===== src/iolcb_pkg.sv =====
// package of constants and types for the io line control bank
package iolcb_pkg;

  // register bank width, one bit per line
  localparam int unsigned MAX_LINES = 32;

  // register byte offsets
  localparam logic [11:0] OFS_OUT_EN = 12'h010;
  localparam logic [11:0] OFS_OUT_DATA = 12'h038;
  localparam logic [11:0] OFS_PIN_LEVEL = 12'h03c;
  localparam logic [11:0] OFS_IRQ_EN = 12'h040;
  localparam logic [11:0] OFS_IRQ_DIS = 12'h044;
  localparam logic [11:0] OFS_IRQ_MASK = 12'h048;
  localparam logic [11:0] OFS_CHG_STATUS = 12'h04c;
  localparam logic [11:0] OFS_OD_EN = 12'h050;
  localparam logic [11:0] OFS_OD_DIS = 12'h054;
  localparam logic [11:0] OFS_OD_STATUS = 12'h058;
  localparam logic [11:0] OFS_PU_DIS = 12'h060;
  localparam logic [11:0] OFS_PU_EN = 12'h064;
  localparam logic [11:0] OFS_PU_STATUS = 12'h068;
  localparam logic [11:0] OFS_PA_SEL = 12'h070;
  localparam logic [11:0] OFS_PB_SEL = 12'h074;
  localparam logic [11:0] OFS_PSEL_STATUS = 12'h078;
  localparam logic [11:0] OFS_OW_EN = 12'h0a0;
  localparam logic [11:0] OFS_OW_DIS = 12'h0a4;
  localparam logic [11:0] OFS_OW_STATUS = 12'h0a8;

  // values after reset
  localparam logic [31:0] RST_OUT_EN = 32'h0000_0000;
  localparam logic [31:0] RST_OUT_DATA = 32'h0000_0000;
  localparam logic [31:0] RST_OD = 32'h0000_0000;
  localparam logic [31:0] RST_PU_OFF = 32'h0000_0000;
  localparam logic [31:0] RST_B_SEL = 32'h0000_0000;
  localparam logic [31:0] RST_OW = 32'h0000_0000;
  localparam logic [31:0] RST_IRQ_MASK = 32'h0000_0000;

  // apb request as seen by the slave
  typedef struct packed {
    logic sel;
    logic enable;
    logic write;
    logic [11:0] addr;
    logic [31:0] wdata;
  } iolcb_apb_req_s;

  // whole state of the bank
  typedef struct packed {
    logic [31:0] sync1;
    logic [31:0] sync2;
    logic [31:0] sync3;
    logic [31:0] pin_level;
    logic [31:0] chg;
    logic [31:0] od;
    logic [31:0] pu_off;
    logic [31:0] b_sel;
    logic [31:0] ow;
    logic [31:0] out_en;
    logic [31:0] out_data;
    logic [31:0] irq_mask;
    logic [31:0] pad_out;
    logic [31:0] pad_oe;
    logic [31:0] pullup_en;
    logic [31:0] prdata;
    logic pready;
    logic pslverr;
    logic irq;
  } iolcb_state_s;

endpackage


===== src/iolcb_bank.sv =====
// io line control bank: per-line config, change status and pad drive over apb
//
// Chosen here: the register addresses and the APB register port.
`timescale 1ns/1ps
`default_nettype none

module iolcb_bank #(
  parameter int unsigned LINES = iolcb_pkg::MAX_LINES
) (
  input wire logic pclk,
  input wire logic presetn,
  input wire logic psel,
  input wire logic penable,
  input wire logic pwrite,
  input wire logic [11:0] paddr,
  input wire logic [31:0] pwdata,
  output logic [31:0] prdata,
  output logic pready,
  output logic pslverr,
  input wire logic [31:0] pad_in,
  output logic [31:0] pad_out,
  output logic [31:0] pad_oe,
  output logic [31:0] pullup_en,
  output logic [31:0] periph_b_sel,
  output logic irq
);

  // elaboration check on line count
  if (LINES < 1 || LINES > iolcb_pkg::MAX_LINES) begin : g_bad_lines
    $error("LINES must be 1 to 32");
  end

  localparam logic [31:0] LINE_MASK = (LINES == 32) ? 32'hffff_ffff : ((32'h1 << LINES) - 32'h1);

  iolcb_pkg::iolcb_state_s st_q;
  iolcb_pkg::iolcb_state_s st_d;
  iolcb_pkg::iolcb_apb_req_s req;
  logic setup;
  logic wr_done;
  logic rd_done;
  logic [31:0] agree;
  logic [31:0] chg_set;
  logic [31:0] chg_clr;
  logic [31:0] rdata;
  logic mapped;

  // bundle the bus request
  assign req.sel = psel;
  assign req.enable = penable;
  assign req.write = pwrite;
  assign req.addr = paddr;
  assign req.wdata = pwdata & LINE_MASK;

  // transfer phases; the slave always finishes in the first access cycle
  assign setup = req.sel & ~req.enable;
  assign wr_done = req.sel & req.enable & st_q.pready & req.write;
  assign rd_done = req.sel & req.enable & st_q.pready & ~req.write;

  // read mux, evaluated in the setup cycle
  always_comb begin
    rdata = 32'h0000_0000;
    mapped = 1'b1;
    case (req.addr)
      iolcb_pkg::OFS_OUT_EN: rdata = st_q.out_en;
      iolcb_pkg::OFS_OUT_DATA: rdata = st_q.out_data;
      iolcb_pkg::OFS_PIN_LEVEL: rdata = st_q.pin_level;
      iolcb_pkg::OFS_IRQ_MASK: rdata = st_q.irq_mask;
      iolcb_pkg::OFS_CHG_STATUS: rdata = st_q.chg;
      iolcb_pkg::OFS_OD_STATUS: rdata = st_q.od;
      iolcb_pkg::OFS_PU_STATUS: rdata = st_q.pu_off;
      iolcb_pkg::OFS_PSEL_STATUS: rdata = st_q.b_sel;
      iolcb_pkg::OFS_OW_STATUS: rdata = st_q.ow;
      iolcb_pkg::OFS_IRQ_EN, iolcb_pkg::OFS_IRQ_DIS, iolcb_pkg::OFS_OD_EN, iolcb_pkg::OFS_OD_DIS,
      iolcb_pkg::OFS_PU_DIS, iolcb_pkg::OFS_PU_EN, iolcb_pkg::OFS_PA_SEL, iolcb_pkg::OFS_PB_SEL,
      iolcb_pkg::OFS_OW_EN, iolcb_pkg::OFS_OW_DIS: rdata = 32'h0000_0000; // write-only, reads zero
      default: mapped = 1'b0;
    endcase
  end

  // filtered pin level: a bit moves only when the last two sync stages agree
  assign agree = ~(st_q.sync2 ^ st_q.sync3);

  // next-state logic
  always_comb begin
    st_d = st_q;
    // three-stage synchroniser; sync1 feeds only sync2
    st_d.sync1 = pad_in & LINE_MASK;
    st_d.sync2 = st_q.sync1;
    st_d.sync3 = st_q.sync2;
    st_d.pin_level = (agree & st_q.sync3) | (~agree & st_q.pin_level);
    chg_set = st_d.pin_level ^ st_q.pin_level;
    // clear only what the completing read reported, so a late edge survives
    // clear on read
    chg_clr = (rd_done && req.addr == iolcb_pkg::OFS_CHG_STATUS) ? st_q.prdata : 32'h0000_0000;
    st_d.chg = (st_q.chg & ~chg_clr) | chg_set;

    if (wr_done) begin
      case (req.addr)
        iolcb_pkg::OFS_OUT_EN: st_d.out_en = req.wdata;
        iolcb_pkg::OFS_OUT_DATA: st_d.out_data = (st_q.out_data & ~st_q.ow) | (req.wdata & st_q.ow);
        iolcb_pkg::OFS_IRQ_EN: st_d.irq_mask = st_q.irq_mask | req.wdata;
        iolcb_pkg::OFS_IRQ_DIS: st_d.irq_mask = st_q.irq_mask & ~req.wdata;
        iolcb_pkg::OFS_OD_EN: st_d.od = st_q.od | req.wdata;
        iolcb_pkg::OFS_OD_DIS: st_d.od = st_q.od & ~req.wdata;
        iolcb_pkg::OFS_PU_DIS: st_d.pu_off = st_q.pu_off | req.wdata;
        iolcb_pkg::OFS_PU_EN: st_d.pu_off = st_q.pu_off & ~req.wdata;
        iolcb_pkg::OFS_PA_SEL: st_d.b_sel = st_q.b_sel & ~req.wdata;
        iolcb_pkg::OFS_PB_SEL: st_d.b_sel = st_q.b_sel | req.wdata;
        iolcb_pkg::OFS_OW_EN: st_d.ow = st_q.ow | req.wdata;
        iolcb_pkg::OFS_OW_DIS: st_d.ow = st_q.ow & ~req.wdata;
        default: st_d.out_en = st_q.out_en;
      endcase
    end

    // pad drive from the next configuration, so pins follow with one flop
    // open drain never drives high
    st_d.pad_out = ~st_d.od & st_d.out_data;
    st_d.pad_oe = st_d.out_en & ~(st_d.od & st_d.out_data);
    // pull-up pin gets its own flop so the pad sees no gate after the register
    st_d.pullup_en = ~st_d.pu_off & LINE_MASK;

    st_d.irq = |(st_d.chg & st_d.irq_mask);

    // bus answer: ready pulses in the first access cycle
    st_d.pready = setup;
    st_d.pslverr = setup & ~mapped;
    st_d.prdata = setup ? rdata : st_q.prdata;
  end

  // state register
  // defined reset values
  always_ff @(posedge pclk or negedge presetn) begin
    if (!presetn) begin
      st_q <= '0;
      st_q.out_en <= iolcb_pkg::RST_OUT_EN;
      st_q.out_data <= iolcb_pkg::RST_OUT_DATA;
      st_q.od <= iolcb_pkg::RST_OD;
      st_q.pu_off <= iolcb_pkg::RST_PU_OFF;
      st_q.pullup_en <= LINE_MASK & ~iolcb_pkg::RST_PU_OFF;
      st_q.b_sel <= iolcb_pkg::RST_B_SEL;
      st_q.ow <= iolcb_pkg::RST_OW;
      st_q.irq_mask <= iolcb_pkg::RST_IRQ_MASK;
    end else begin
      st_q <= st_d;
    end
  end

  // outputs, all straight from flops
  assign prdata = st_q.prdata;
  assign pready = st_q.pready;
  assign pslverr = st_q.pslverr;
  assign pad_out = st_q.pad_out;
  assign pad_oe = st_q.pad_oe;
  assign pullup_en = st_q.pullup_en;
  assign periph_b_sel = st_q.b_sel;
  assign irq = st_q.irq;
endmodule // iolcb_bank

`default_nettype wire


===== config.mk =====
export PLATFORM = sky130hd
export DESIGN_NAME = iolcb_bank
export DESIGN_NICKNAME = d
export VERILOG_FILES = /design/src/iolcb_pkg.sv /design/src/iolcb_bank.sv
export SDC_FILE = /design/constraint.sdc
export NUM_CORES = 1
export LEC_CHECK = 0
export BUFFER_PORTS_ARGS = -buffer_cell sky130_fd_sc_hd__buf_4
export CAP_MARGIN = 0
export CELL_PAD_IN_SITES_DETAIL_PLACEMENT = 0
export CELL_PAD_IN_SITES_GLOBAL_PLACEMENT = 1
export CORE_MARGIN = 5
export CORE_UTILIZATION = 42
export CTS_CLUSTER_DIAMETER = 50
export CTS_CLUSTER_SIZE = 24
export DETAILED_ROUTE_END_ITERATION = 8
export PLACE_DENSITY = 0.8
export RECOVER_POWER = 25
export SETUP_SLACK_MARGIN = 0.2
export SYNTH_ARGS = -nofsm -noshare
export SYNTH_HDL_FRONTEND = slang
export SYNTH_SLANG_ARGS = --single-unit

===== constraint.sdc =====
create_clock -name pclk -period 2.8 [get_ports pclk]
set_input_delay 0.28 -clock pclk [delete_from_list [all_inputs] [get_ports pclk]]
set_output_delay 0.28 -clock pclk [all_outputs]
set_load 0.01 [all_outputs]

==> impl_metrics.py, run 1 <==
metrics = {
    "route": {
        "drt_iter0_markers": 2077,
        "dr_total_vias": 15890,
        "routedWlPerCell_um": 24.60,
        "wirelength_um": 67100,
        "ant_nets": 0,
        "drt_pre_antenna_iters": 9,
        "drc": 0,
        "average_vias_per_placed_instance": 5.824,
    },
    "power_and_ir_drop": {
        "total_power_mw": 14.78,
        "power_per_cell_area_nw_per_um2": 577.0,
        "cellLeakagePower_nw": 11.44,
        "power.share.switching": 0.2406,
        "p_clk_frac": 0.441,
        "share_seq_of_total_power": 0.519,
        "irDropWorstVdd_mv": 0.5084,
        "switching_power_mw": 3.555,
        "p_int_mw": 11.22,
        "relative_contribution_of_combinational_cells_to_total_power": 0.039,
    },
    "placed_design": {
        "numPlacedInstances": 2583,
        "placed_area_um2": 23460,
        "io_buffers": 243,
        "dp_hpwl_um": 46060,
        "finalWeightedCongestion": 0.9302,
    },
    "layout": {
        "layout_commonest_cell": "sky130_fd_sc_hd__dfrtp_1",
        "total_inserted_antenna_cells": 0,
        "layout_common_cells": "483 x sky130_fd_sc_hd__dfrtp_1, 312 x sky130_fd_sc_hd__buf_4, 289 x sky130_fd_sc_hd__o21ai_0, 145 x sky130_fd_sc_hd__nand2_1, 76 x sky130_fd_sc_hd__a22oi_1",
        "finish.net_count": 2111,
        "layout.filler_cells": 4281,
        "syn_to_final_growth_pct": 22.21,
        "final_cells": 2728,
        "post-route-cell-area_um2": 25610,
        "share_of_post_route_cells_with_drive_strength_above_1": 0.2728,
    },
    "grt": {
        "global_route.usage.met3": 0.06065,
        "globalRouteMet1Util": 0.3394,
        "antenna_found_initial": 1,
        "grt_remaining_overflow": 0,
        "grt_usage": 0.2441,
        "first_global_vias": 16170,
        "global_route.peak_usage_layer": "met2",
        "grt_max_degree": 88,
        "grt_util_met2": 0.3744,
        "grt_first_pass_wirelength_um": 100700,
    },
    "yosys": {
        "syn-cell-area_um2": 20960,
        "synth.top_cells.by_area": "sky130_fd_sc_hd__dfrtp_1 58%, sky130_fd_sc_hd__o21ai_0 6.9%, sky130_fd_sc_hd__buf_4 5.7%",
        "netlist.top_cell.by_area": "sky130_fd_sc_hd__dfrtp_1",
        "yosys.cell_types.count": 46,
        "ys_async_sr_fraction": 1.000,
        "synth_edf_count": 0,
        "synth.yosys.seq_area_share": 0.6168,
        "yosys_register_bits": 515,
        "main_flop_type_after_synthesis": "sky130_fd_sc_hd__dfrtp_1",
        "yosysWarnings": 0,
        "postSynthAreaPerCell_um2": 11.70,
        "postSynthCellCount": 1791,
        "synth_fp_nets": 1872,
        "synth.top_cell.area_share": 0.5767,
    },
    "timing": {
        "final_period_minus_worst_setup_slack_ns": 2.813,
        "worst_slew_pin_slew_ns": 2.155,
        "fin_tns_setup_ns": -0.01261,
        "timing.max_slew.rel_slack": -0.4364,
        "finalClockSkew_ns": 0.01800,
        "setup_violations": 1,
        "hold_viol_final": 0,
        "worst_slack_ns": -0.01261,
        "number_of_pins_exceeding_their_max_slew_limit_in_the_final_report": 68,
        "worst_hold_slack_ns": 0.1689,
        "fmax_mhz": 355.5,
        "grt_setup_unrepaired": "true",
        "finalCritPeriodShare": 1.005,
    },
    "worst_setup_path": {
        "criticalPathCategory": "flop to flop",
        "timing.critical_path.required_ns": 3.26,
        "ff2ff_setup_slack_ns": -0.01,
        "setup_crit_end_kind": "flop",
        "critical_path.max_fanout": 7,
        "start_kind": "flop",
        "cp_data_arrival_time_ns": 3.27,
    },
    "outcome": {
        "violations": "capacitance limit, slew limit, setup timing",
        "run_status": "complete, but fails checks",
    },
    "die": {
        "num_io_pins": 244,
        "die-area_um2": 54470,
        "core_um2": 49150,
        "floorplan.initialDensity": 0.4264,
        "die_height_um": 233.4,
        "core.rowCount": 81,
        "die_w_um": 233.4,
    },
    "run": {
        "maxCapViolations": 1,
    },
    "clock_network": {
        "root_buffer": "sky130_fd_sc_hd__clkbuf_16",
        "cts.htree.levels": 2,
        "cts.repair_timing.setup_buffer_count": 0,
        "numCtsBuffers": 44,
        "clkSlewWorstSetupHoldPaths_ns": 0.07,
        "clockBufferDepth": 3,
        "clock_latency_at_the_later_pin_of_the_worst_skew_pair_ns": 0.59,
        "cts_tree": "built",
        "cts.sinks": 515,
    },
    "min_path": {
        "hp-class": "input port to flop",
    },
}
[power groups by stage]
stage               registers (mW)  clock network (mW)  logic (mW)
global route                  7.69                6.93       0.646
CTS                           7.67                6.65       0.597
finish                        7.68                6.52       0.583
detailed placement            7.81                   0       0.517
global placement              7.81                   0       0.507
floorplan                     7.77                   0       0.135
[logic make-up after synthesis]
logic type | after synthesis | share of synthesized area
AO/OA/AOI/OAI | 571 | 0.1737
XOR/XNOR | 1 | 0.0004180
adder cells (fa/ha/maj) | 24 | 0.01146
buffers and inverters | 281 | 0.08017
flip-flops | 515 | 0.6168
multiplexers | 64 | 0.03439
AND/OR/NAND/NOR | 335 | 0.08310
[routing by layer]
layer | up-vias | part of all wire
li1 | 6857 | -
met1 | 8009 | 0.41
met2 | 869 | 0.45
met3 | 152 | 0.11
met4 | 2 | 0.037
met5 | - | 0.00016
[final cells by class]
cell class                 count  area (um^2)  share of cell area
clock inverter                25        331.6             0.01294
multi-input combinational    995         6437              0.2513
inverter                      34        127.6            0.004982
timing repair buffer         440         3756              0.1466
tap                          664        830.8             0.03243
sequential                   515        12930              0.5047
clock buffer                  55         1204             0.04699
[synth_stat cells (4+ instances only)]
| cell | instances |
|---|---|
| sky130_fd_sc_hd__a31oi_1 | 64 |
| sky130_fd_sc_hd__a22oi_1 | 76 |
| sky130_fd_sc_hd__a21oi_1 | 8 |
| sky130_fd_sc_hd__mux2_2 | 64 |
| sky130_fd_sc_hd__a222oi_1 | 32 |
| sky130_fd_sc_hd__clkbuf_1 | 76 |
| sky130_fd_sc_hd__nor4_1 | 7 |
| sky130_fd_sc_hd__nand3_1 | 34 |
| sky130_fd_sc_hd__a211o_1 | 24 |
| sky130_fd_sc_hd__o21ai_0 | 289 |
| sky130_fd_sc_hd__maj3_1 | 24 |
| sky130_fd_sc_hd__dfstp_2 | 32 |
| sky130_fd_sc_hd__buf_4 | 160 |
| sky130_fd_sc_hd__a221oi_1 | 32 |
| sky130_fd_sc_hd__nor3b_1 | 25 |
| sky130_fd_sc_hd__a22o_1 | 4 |
| sky130_fd_sc_hd__dfrtp_1 | 483 |
| sky130_fd_sc_hd__buf_1 | 6 |
| sky130_fd_sc_hd__nor2_1 | 32 |
| sky130_fd_sc_hd__a221o_1 | 8 |
| sky130_fd_sc_hd__a21boi_0 | 32 |
| sky130_fd_sc_hd__inv_1 | 34 |
| sky130_fd_sc_hd__and3b_1 | 24 |
| sky130_fd_sc_hd__nor3_1 | 7 |
| sky130_fd_sc_hd__nand4_1 | 6 |
| sky130_fd_sc_hd__nand2_1 | 146 |
| sky130_fd_sc_hd__nor2b_1 | 34 |
[metrics by stage]
step / setup slack, ns / utilization
floorplan: -0.1684 / -
global placement: -0.4979 / 0.4773
detailed placement: -0.5400 / 0.4773
CTS: -0.004596 / 0.5218
global route: -0.1454 / 0.5211
finish: -0.01261 / 0.5211
[what timing repair did]
action	in CTS	in global routing
hold buffers	65	0
endpoints found under the hold margin	185	0
setup endpoints to repair	1	1
resized for setup	1	0
[worst paths after layout]
path,to,depth (start not counted),start
max in group asynchronous,pullup_en[10],3,presetn
worst min register to register,st_d[423],0,st_d[455]
worst max register to register,irq,11,pready
worst max-delay path,irq,11,pready
worst min-delay path,pready,4,psel
min in group asynchronous,st_q[168],2,presetn
[worst max-delay path, stage by stage (launching register included)]
cell and delay, ns:
sky130_fd_sc_hd__dfrtp_1 0.35, sky130_fd_sc_hd__nand4b_1 0.11, sky130_fd_sc_hd__buf_4 0.18, sky130_fd_sc_hd__nor4_4 0.29, sky130_fd_sc_hd__buf_4 0.24, sky130_fd_sc_hd__buf_12 0.12, sky130_fd_sc_hd__nand2_1 0.05, sky130_fd_sc_hd__a211o_1 0.30
sky130_fd_sc_hd__a22oi_1 0.21, sky130_fd_sc_hd__buf_4 0.17, sky130_fd_sc_hd__nand4_1 0.16, sky130_fd_sc_hd__or4_1 0.50
Note: power is estimated with default switching activity, not from simulation.
==> inputs of run 2 (changes only) <==
PLACE_DENSITY = default   (was 0.8)
PLACE_DENSITY_LB_ADDON = 0.1   (was default)
==> impl_metrics.py, run 2 (synthesis gave the netlist of run 1 again) <==
metrics = {
    "outcome": {
        "run_status": "complete, but fails checks",
        "violations": "capacitance limit, slew limit, setup timing",
    },
    "layout": {
        "syn_to_final_growth_pct": 24.36,
        "finish.net_count": 2143,
        "share_of_post_route_cells_with_drive_strength_above_1": 0.2877,
        "post-route-cell-area_um2": 26060,
        "utilization": 0.5303,
        "layout_commonest_cell": "sky130_fd_sc_hd__dfrtp_1",
        "final_cells": 2769,
        "layout_common_cells": "483 x sky130_fd_sc_hd__dfrtp_1, 335 x sky130_fd_sc_hd__buf_4, 289 x sky130_fd_sc_hd__o21ai_0, 144 x sky130_fd_sc_hd__nand2_1, 75 x sky130_fd_sc_hd__a22oi_1",
    },
    "route": {
        "drc": 0,
        "dr_total_vias": 15760,
        "drt_pre_antenna_iters": 6,
        "ant_nets": 0,
        "wirelength_um": 69590,
        "drt_iter0_markers": 1639,
        "average_vias_per_placed_instance": 5.693,
        "routedWlPerCell_um": 25.13,
    },
    "worst_setup_path": {
        "worstSetupStartpoint": "pready",
        "criticalPathCategory": "flop to flop",
        "start_kind": "flop",
        "setup_crit_end_kind": "flop",
        "cp_data_arrival_time_ns": 3.28,
        "critical_path.max_fanout": 6,
        "rr_startpoint": "pready",
        "timing.critical_path.required_ns": 3.27,
    },
    "die": {
        "floorplan.initialDensity": 0.4264,
        "die-area_um2": 54470,
        "die_w_um": 233.4,
        "die_height_um": 233.4,
        "core_um2": 49150,
        "core.rowCount": 81,
        "num_io_pins": 244,
    },
    "clock_network": {
        "cts.sinks": 515,
        "numCtsBuffers": 50,
        "cts.htree.levels": 2,
        "clockBufferDepth": 3,
        "clkSlewWorstSetupHoldPaths_ns": 0.07,
        "clock_latency_at_the_later_pin_of_the_worst_skew_pair_ns": 0.61,
        "root_buffer": "sky130_fd_sc_hd__clkbuf_16",
        "cts_tree": "built",
    },
    "power_and_ir_drop": {
        "cellLeakagePower_nw": 11.66,
        "irDropWorstVdd_mv": 0.4470,
        "total_power_mw": 15.43,
        "power_per_cell_area_nw_per_um2": 592.0,
    },
    "placed_design": {
        "placed_area_um2": 23710,
        "numPlacedInstances": 2608,
        "place_worst_setup_slack_ns": -0.5309,
        "finalWeightedCongestion": 0.8639,
        "io_buffers": 243,
        "dp_hpwl_um": 47770,
    },
    "grt": {
        "grt_usage": 0.2537,
        "grt_remaining_overflow": 0,
        "antenna_found_initial": 2,
        "grt_max_degree": 100,
        "first_global_vias": 16140,
        "grt_first_pass_wirelength_um": 103900,
    },
    "timing": {
        "setup_violations": 1,
        "finalClockSkew_ns": 0.02367,
        "finalCritPeriodShare": 1.004,
        "worst_slack_ns": -0.01254,
        "worst_slew_pin_slew_ns": 1.822,
        "hold_viol_final": 0,
        "fmax_mhz": 355.6,
        "timing.max_slew.rel_slack": -0.2147,
        "final_period_minus_worst_setup_slack_ns": 2.813,
        "grt_setup_unrepaired": "true",
        "number_of_pins_exceeding_their_max_slew_limit_in_the_final_report": 62,
    },
    "run": {
        "maxCapViolations": 1,
    },
    "min_path": {
        "min_delay_src": "psel",
        "hp-class": "input port to flop",
    },
}
==> run 2: cell types whose count changed in the layout (fill, tap and decap cells not counted), sizes merged <==
cell,before,now
buf,337,363
clkinvlp,0,6
bufinv,2,5
clkbuf,93,96
inv,46,49
clkinv,11,9
diode,0,2
==> run 2: through the flow <==
step                TNS (ns)  hold WS, ns
floorplan            -0.1684     -0.01559
global route         -0.1035       0.1175
CTS                 -0.03155       0.1021
finish              -0.01254       0.1425
detailed placement   -0.6611       0.2859
global placement     -0.6269       0.2758
==> run 2: repair_timing <==
item | CTS | global route
hold buffers | 65 | 0
endpoints found under the hold margin | 171 | 0
resized for setup | 1 | 2
buffers inserted | 1 | 0
setup endpoints to repair | 1 | 1
==> run 2: power breakdown <==
group / internal [mW] / leakage (nW) / switching, mW
registers: 7.56 / 6.63 / 0.115
logic: 0.253 / 4.19 / 0.329
clock network: 3.99 / 0.840 / 3.18
total: 11.8 / 11.7 / 3.63
==> run 2: worst paths after layout <==
kind                             end  cells past startpoint  slack (ns)
min                           pready                      4        0.14
min reg2reg                st_d[426]                      0        0.35
min in group asynchronous  st_d[477]                      2        0.72
max                              irq                      9       -0.01
max reg2reg                      irq                      9       -0.01
max in group asynchronous  st_q[209]                      3        0.44
==> run 2: area by class of cell <==
type                       instances  area (um^2)
fill                            4294        23090
sequential                       515        12930
multi-input combinational        995         6445
timing repair buffer             466         3990
clock buffer                      58         1333
tap                              664        830.8
clock inverter                    35        405.4
inverter                          34        127.6
antenna                            2        5.005
==> run 2: per-layer routing <==
layer	vias up	part of all wire	GRT usage
met5	-	0	0
met2	607	0.47	0.4096
met4	0	0.027	0.06717
met3	115	0.064	0.04218
met1	8107	0.43	0.3597
li1	6935	-	-
==> run 2: critical path, cell delays in order (launching register included) <==
cell	delay, ns
sky130_fd_sc_hd__dfrtp_1	0.37
sky130_fd_sc_hd__nand4b_1	0.10
sky130_fd_sc_hd__buf_4	0.17
sky130_fd_sc_hd__nor4_4	0.29
sky130_fd_sc_hd__buf_4	0.24
sky130_fd_sc_hd__nand2_1	0.07
sky130_fd_sc_hd__a211o_1	0.31
sky130_fd_sc_hd__a22o_1	0.25
sky130_fd_sc_hd__or4_1	0.50
sky130_fd_sc_hd__or4_1	0.40
==> inputs of run 3 (changes only) <==
clock period = 2.3 ns   (was 2.8 ns; I/O delays follow)
==> impl_metrics.py, run 3 (synthesis gave the netlist of run 1 again) <==
metrics = {
    "power_and_ir_drop": {
        "share_seq_of_total_power": 0.482,
        "switching_power_mw": 4.560,
        "p_clk_frac": 0.481,
        "total_power_mw": 19.40,
        "power.share.switching": 0.2350,
        "cellLeakagePower_nw": 11.94,
        "power_per_cell_area_nw_per_um2": 729.2,
        "relative_contribution_of_combinational_cells_to_total_power": 0.037,
        "p_int_mw": 14.84,
        "irDropWorstVdd_mv": 0.5107,
    },
    "route": {
        "drt-met1-wl_um": 29520,
        "drt_pre_antenna_iters": 8,
        "ant_nets": 0,
        "maxUsedRoutingLayer": "met5",
        "dr_total_vias": 15820,
        "average_vias_per_placed_instance": 5.651,
        "drc": 0,
        "wirelength_um": 69520,
        "drt_iter0_markers": 1439,
        "routed-wl-met2_um": 32870,
        "met3RoutedLength_um": 4974,
        "routedWlPerCell_um": 24.84,
    },
    "grt": {
        "grt_usage": 0.2518,
        "grt_first_pass_wirelength_um": 103400,
        "antenna_found_initial": 2,
        "grt_remaining_overflow": 0,
        "grt_max_degree": 80,
        "first_global_vias": 16190,
    },
    "placed_design": {
        "finalWeightedCongestion": 0.8884,
        "io_buffers": 243,
        "dp_hpwl_um": 48820,
        "place_worst_setup_slack_ns": -1.061,
    },
    "worst_setup_path": {
        "criticalPathCategory": "flop to flop",
        "worstPathCellList": "nand4b_1 > buf_4 > nor4_4 > buf_4 > nand2_1 > a221o_1 > a22o_1 > or4_1 > or4_1",
        "crit_path_top_delay_cell": "sky130_fd_sc_hd__or4_1",
        "setup_crit_end_kind": "flop",
        "start_kind": "flop",
        "worst_path_largest_cell_delay_ns": 0.47,
        "cp_data_arrival_time_ns": 3.27,
        "critical_path.max_fanout": 6,
        "timing.critical_path.required_ns": 2.78,
    },
    "die": {
        "die-area_um2": 54470,
        "core_um2": 49150,
        "die_height_um": 233.4,
        "die_w_um": 233.4,
        "core.rowCount": 81,
        "num_io_pins": 244,
        "floorplan.initialDensity": 0.4264,
    },
    "timing": {
        "worst_slew_pin_slew_ns": 1.639,
        "worst_slack_ns": -0.4937,
        "hold_viol_final": 0,
        "fmax_mhz": 357.9,
        "number_of_pins_exceeding_their_max_slew_limit_in_the_final_report": 46,
        "finalCritPeriodShare": 1.215,
        "final_period_minus_worst_setup_slack_ns": 2.794,
        "finalClockSkew_ns": 0.03304,
        "setup_violations": 1,
        "worst_hold_slack_ns": 0.03425,
        "fin_tns_setup_ns": -0.4937,
        "timing.max_slew.rel_slack": -0.09278,
        "grt_setup_unrepaired": "true",
    },
    "layout": {
        "layout_commonest_cell": "sky130_fd_sc_hd__dfrtp_1",
        "utilization": 0.5413,
        "share_of_post_route_cells_with_drive_strength_above_1": 0.3021,
        "layout_common_cells": "483 x sky130_fd_sc_hd__dfrtp_1, 351 x sky130_fd_sc_hd__buf_4, 227 x sky130_fd_sc_hd__o21ai_0, 144 x sky130_fd_sc_hd__nand2_1, 74 x sky130_fd_sc_hd__a22oi_1",
        "syn_to_final_growth_pct": 26.95,
        "finish.net_count": 2173,
        "total_inserted_antenna_cells": 0,
    },
    "clock_network": {
        "clkSlewWorstSetupHoldPaths_ns": 0.07,
        "cts.sinks": 515,
        "cts.htree.levels": 2,
        "clock_latency_at_the_later_pin_of_the_worst_skew_pair_ns": 0.63,
        "root_buffer": "sky130_fd_sc_hd__clkbuf_16",
        "cts_tree": "built",
        "clockBufferDepth": 3,
        "numCtsBuffers": 52,
    },
    "min_path": {
        "hp-class": "input port to flop",
    },
    "run": {
        "maxCapViolations": 1,
    },
    "outcome": {
        "violations": "capacitance limit, slew limit, setup timing",
        "run_status": "complete, but fails checks",
    },
}
-- run 3: cell count changes in the layout (fill, tap and decap cells not counted), moves of 3 or more --
cell / delta
sky130_fd_sc_hd__o21ai_0: -62
sky130_fd_sc_hd__a21boi_1: +6
sky130_fd_sc_hd__o21ai_1: +62
sky130_fd_sc_hd__clkinv_8: +4
sky130_fd_sc_hd__a21boi_0: -6
sky130_fd_sc_hd__clkbuf_1: -3
sky130_fd_sc_hd__buf_4: +16
sky130_fd_sc_hd__buf_12: +10
sky130_fd_sc_hd__bufinv_16: +3
-- run 3: final cells by class --
| class | count | area, um^2 |
|---|---|---|
| fill | 4256 | 22550 |
| timing repair buffer | 494 | 4340 |
| sequential | 515 | 12930 |
| clock buffer | 57 | 1360 |
| inverter | 34 | 127.6 |
| clock inverter | 40 | 540.5 |
| tap | 664 | 830.8 |
| multi-input combinational | 995 | 6481 |
-- run 3: final timing paths --
kind                            startpoint         to  slack [ns]  depth (start not counted)
worst max-delay path                pready        irq       -0.49                          9
worst min-delay path                  psel     pready        0.03                          4
worst max register to register      pready        irq       -0.49                          9
worst min register to register   st_d[455]  st_d[423]        0.34                          0
max in group asynchronous          presetn  st_d[474]        0.19                          3
min in group asynchronous          presetn  st_d[449]        0.57                          2
-- run 3: metrics by stage --
step	cell area [um^2]	std cells
6_report	26610	2799
5_1_grt	26610	2799
4_1_cts	26560	2793
3_5_place_dp	24000	2630
3_3_place_gp	24000	2630
2_1_floorplan	21020	1791
-- run 3: layer usage --
| metal | GRT usage | up-vias |
|---|---|---|
| met2 | 0.4056 | 611 |
| li1 | - | 7000 |
| met3 | 0.04947 | 134 |
| met5 | 0 | - |
| met1 | 0.3482 | 8069 |
| met4 | 0.07708 | 4 |
-- run 3: power groups by stage --
| stage | combinational [mW] | sequential (mW) | clock (mW) |
|---|---|---|---|
| detailed placement | 0.648 | 9.51 | 0 |
| global placement | 0.643 | 9.51 | 0 |
| CTS | 0.741 | 9.35 | 9.52 |
| global route | 0.796 | 9.36 | 9.88 |
| floorplan | 0.166 | 9.46 | 0 |
| finish | 0.714 | 9.35 | 9.34 |
-- run 3: repair_timing --
item	CTS	global route
setup endpoints to repair	2	12
gates cloned	0	1
gates resized for setup	4	12
hold buffers	65	0
pin swaps	3	1
endpoints found under the hold margin	208	0
setup buffers	1	5
-- run 3: critical path, delay by kind of cell, from the launching register on --
kind / cells / cell delay (ns)
simple gates: 5 / 1.33
compound gates: 2 / 0.60
buf+inv: 2 / 0.41
flops: 1 / 0.35
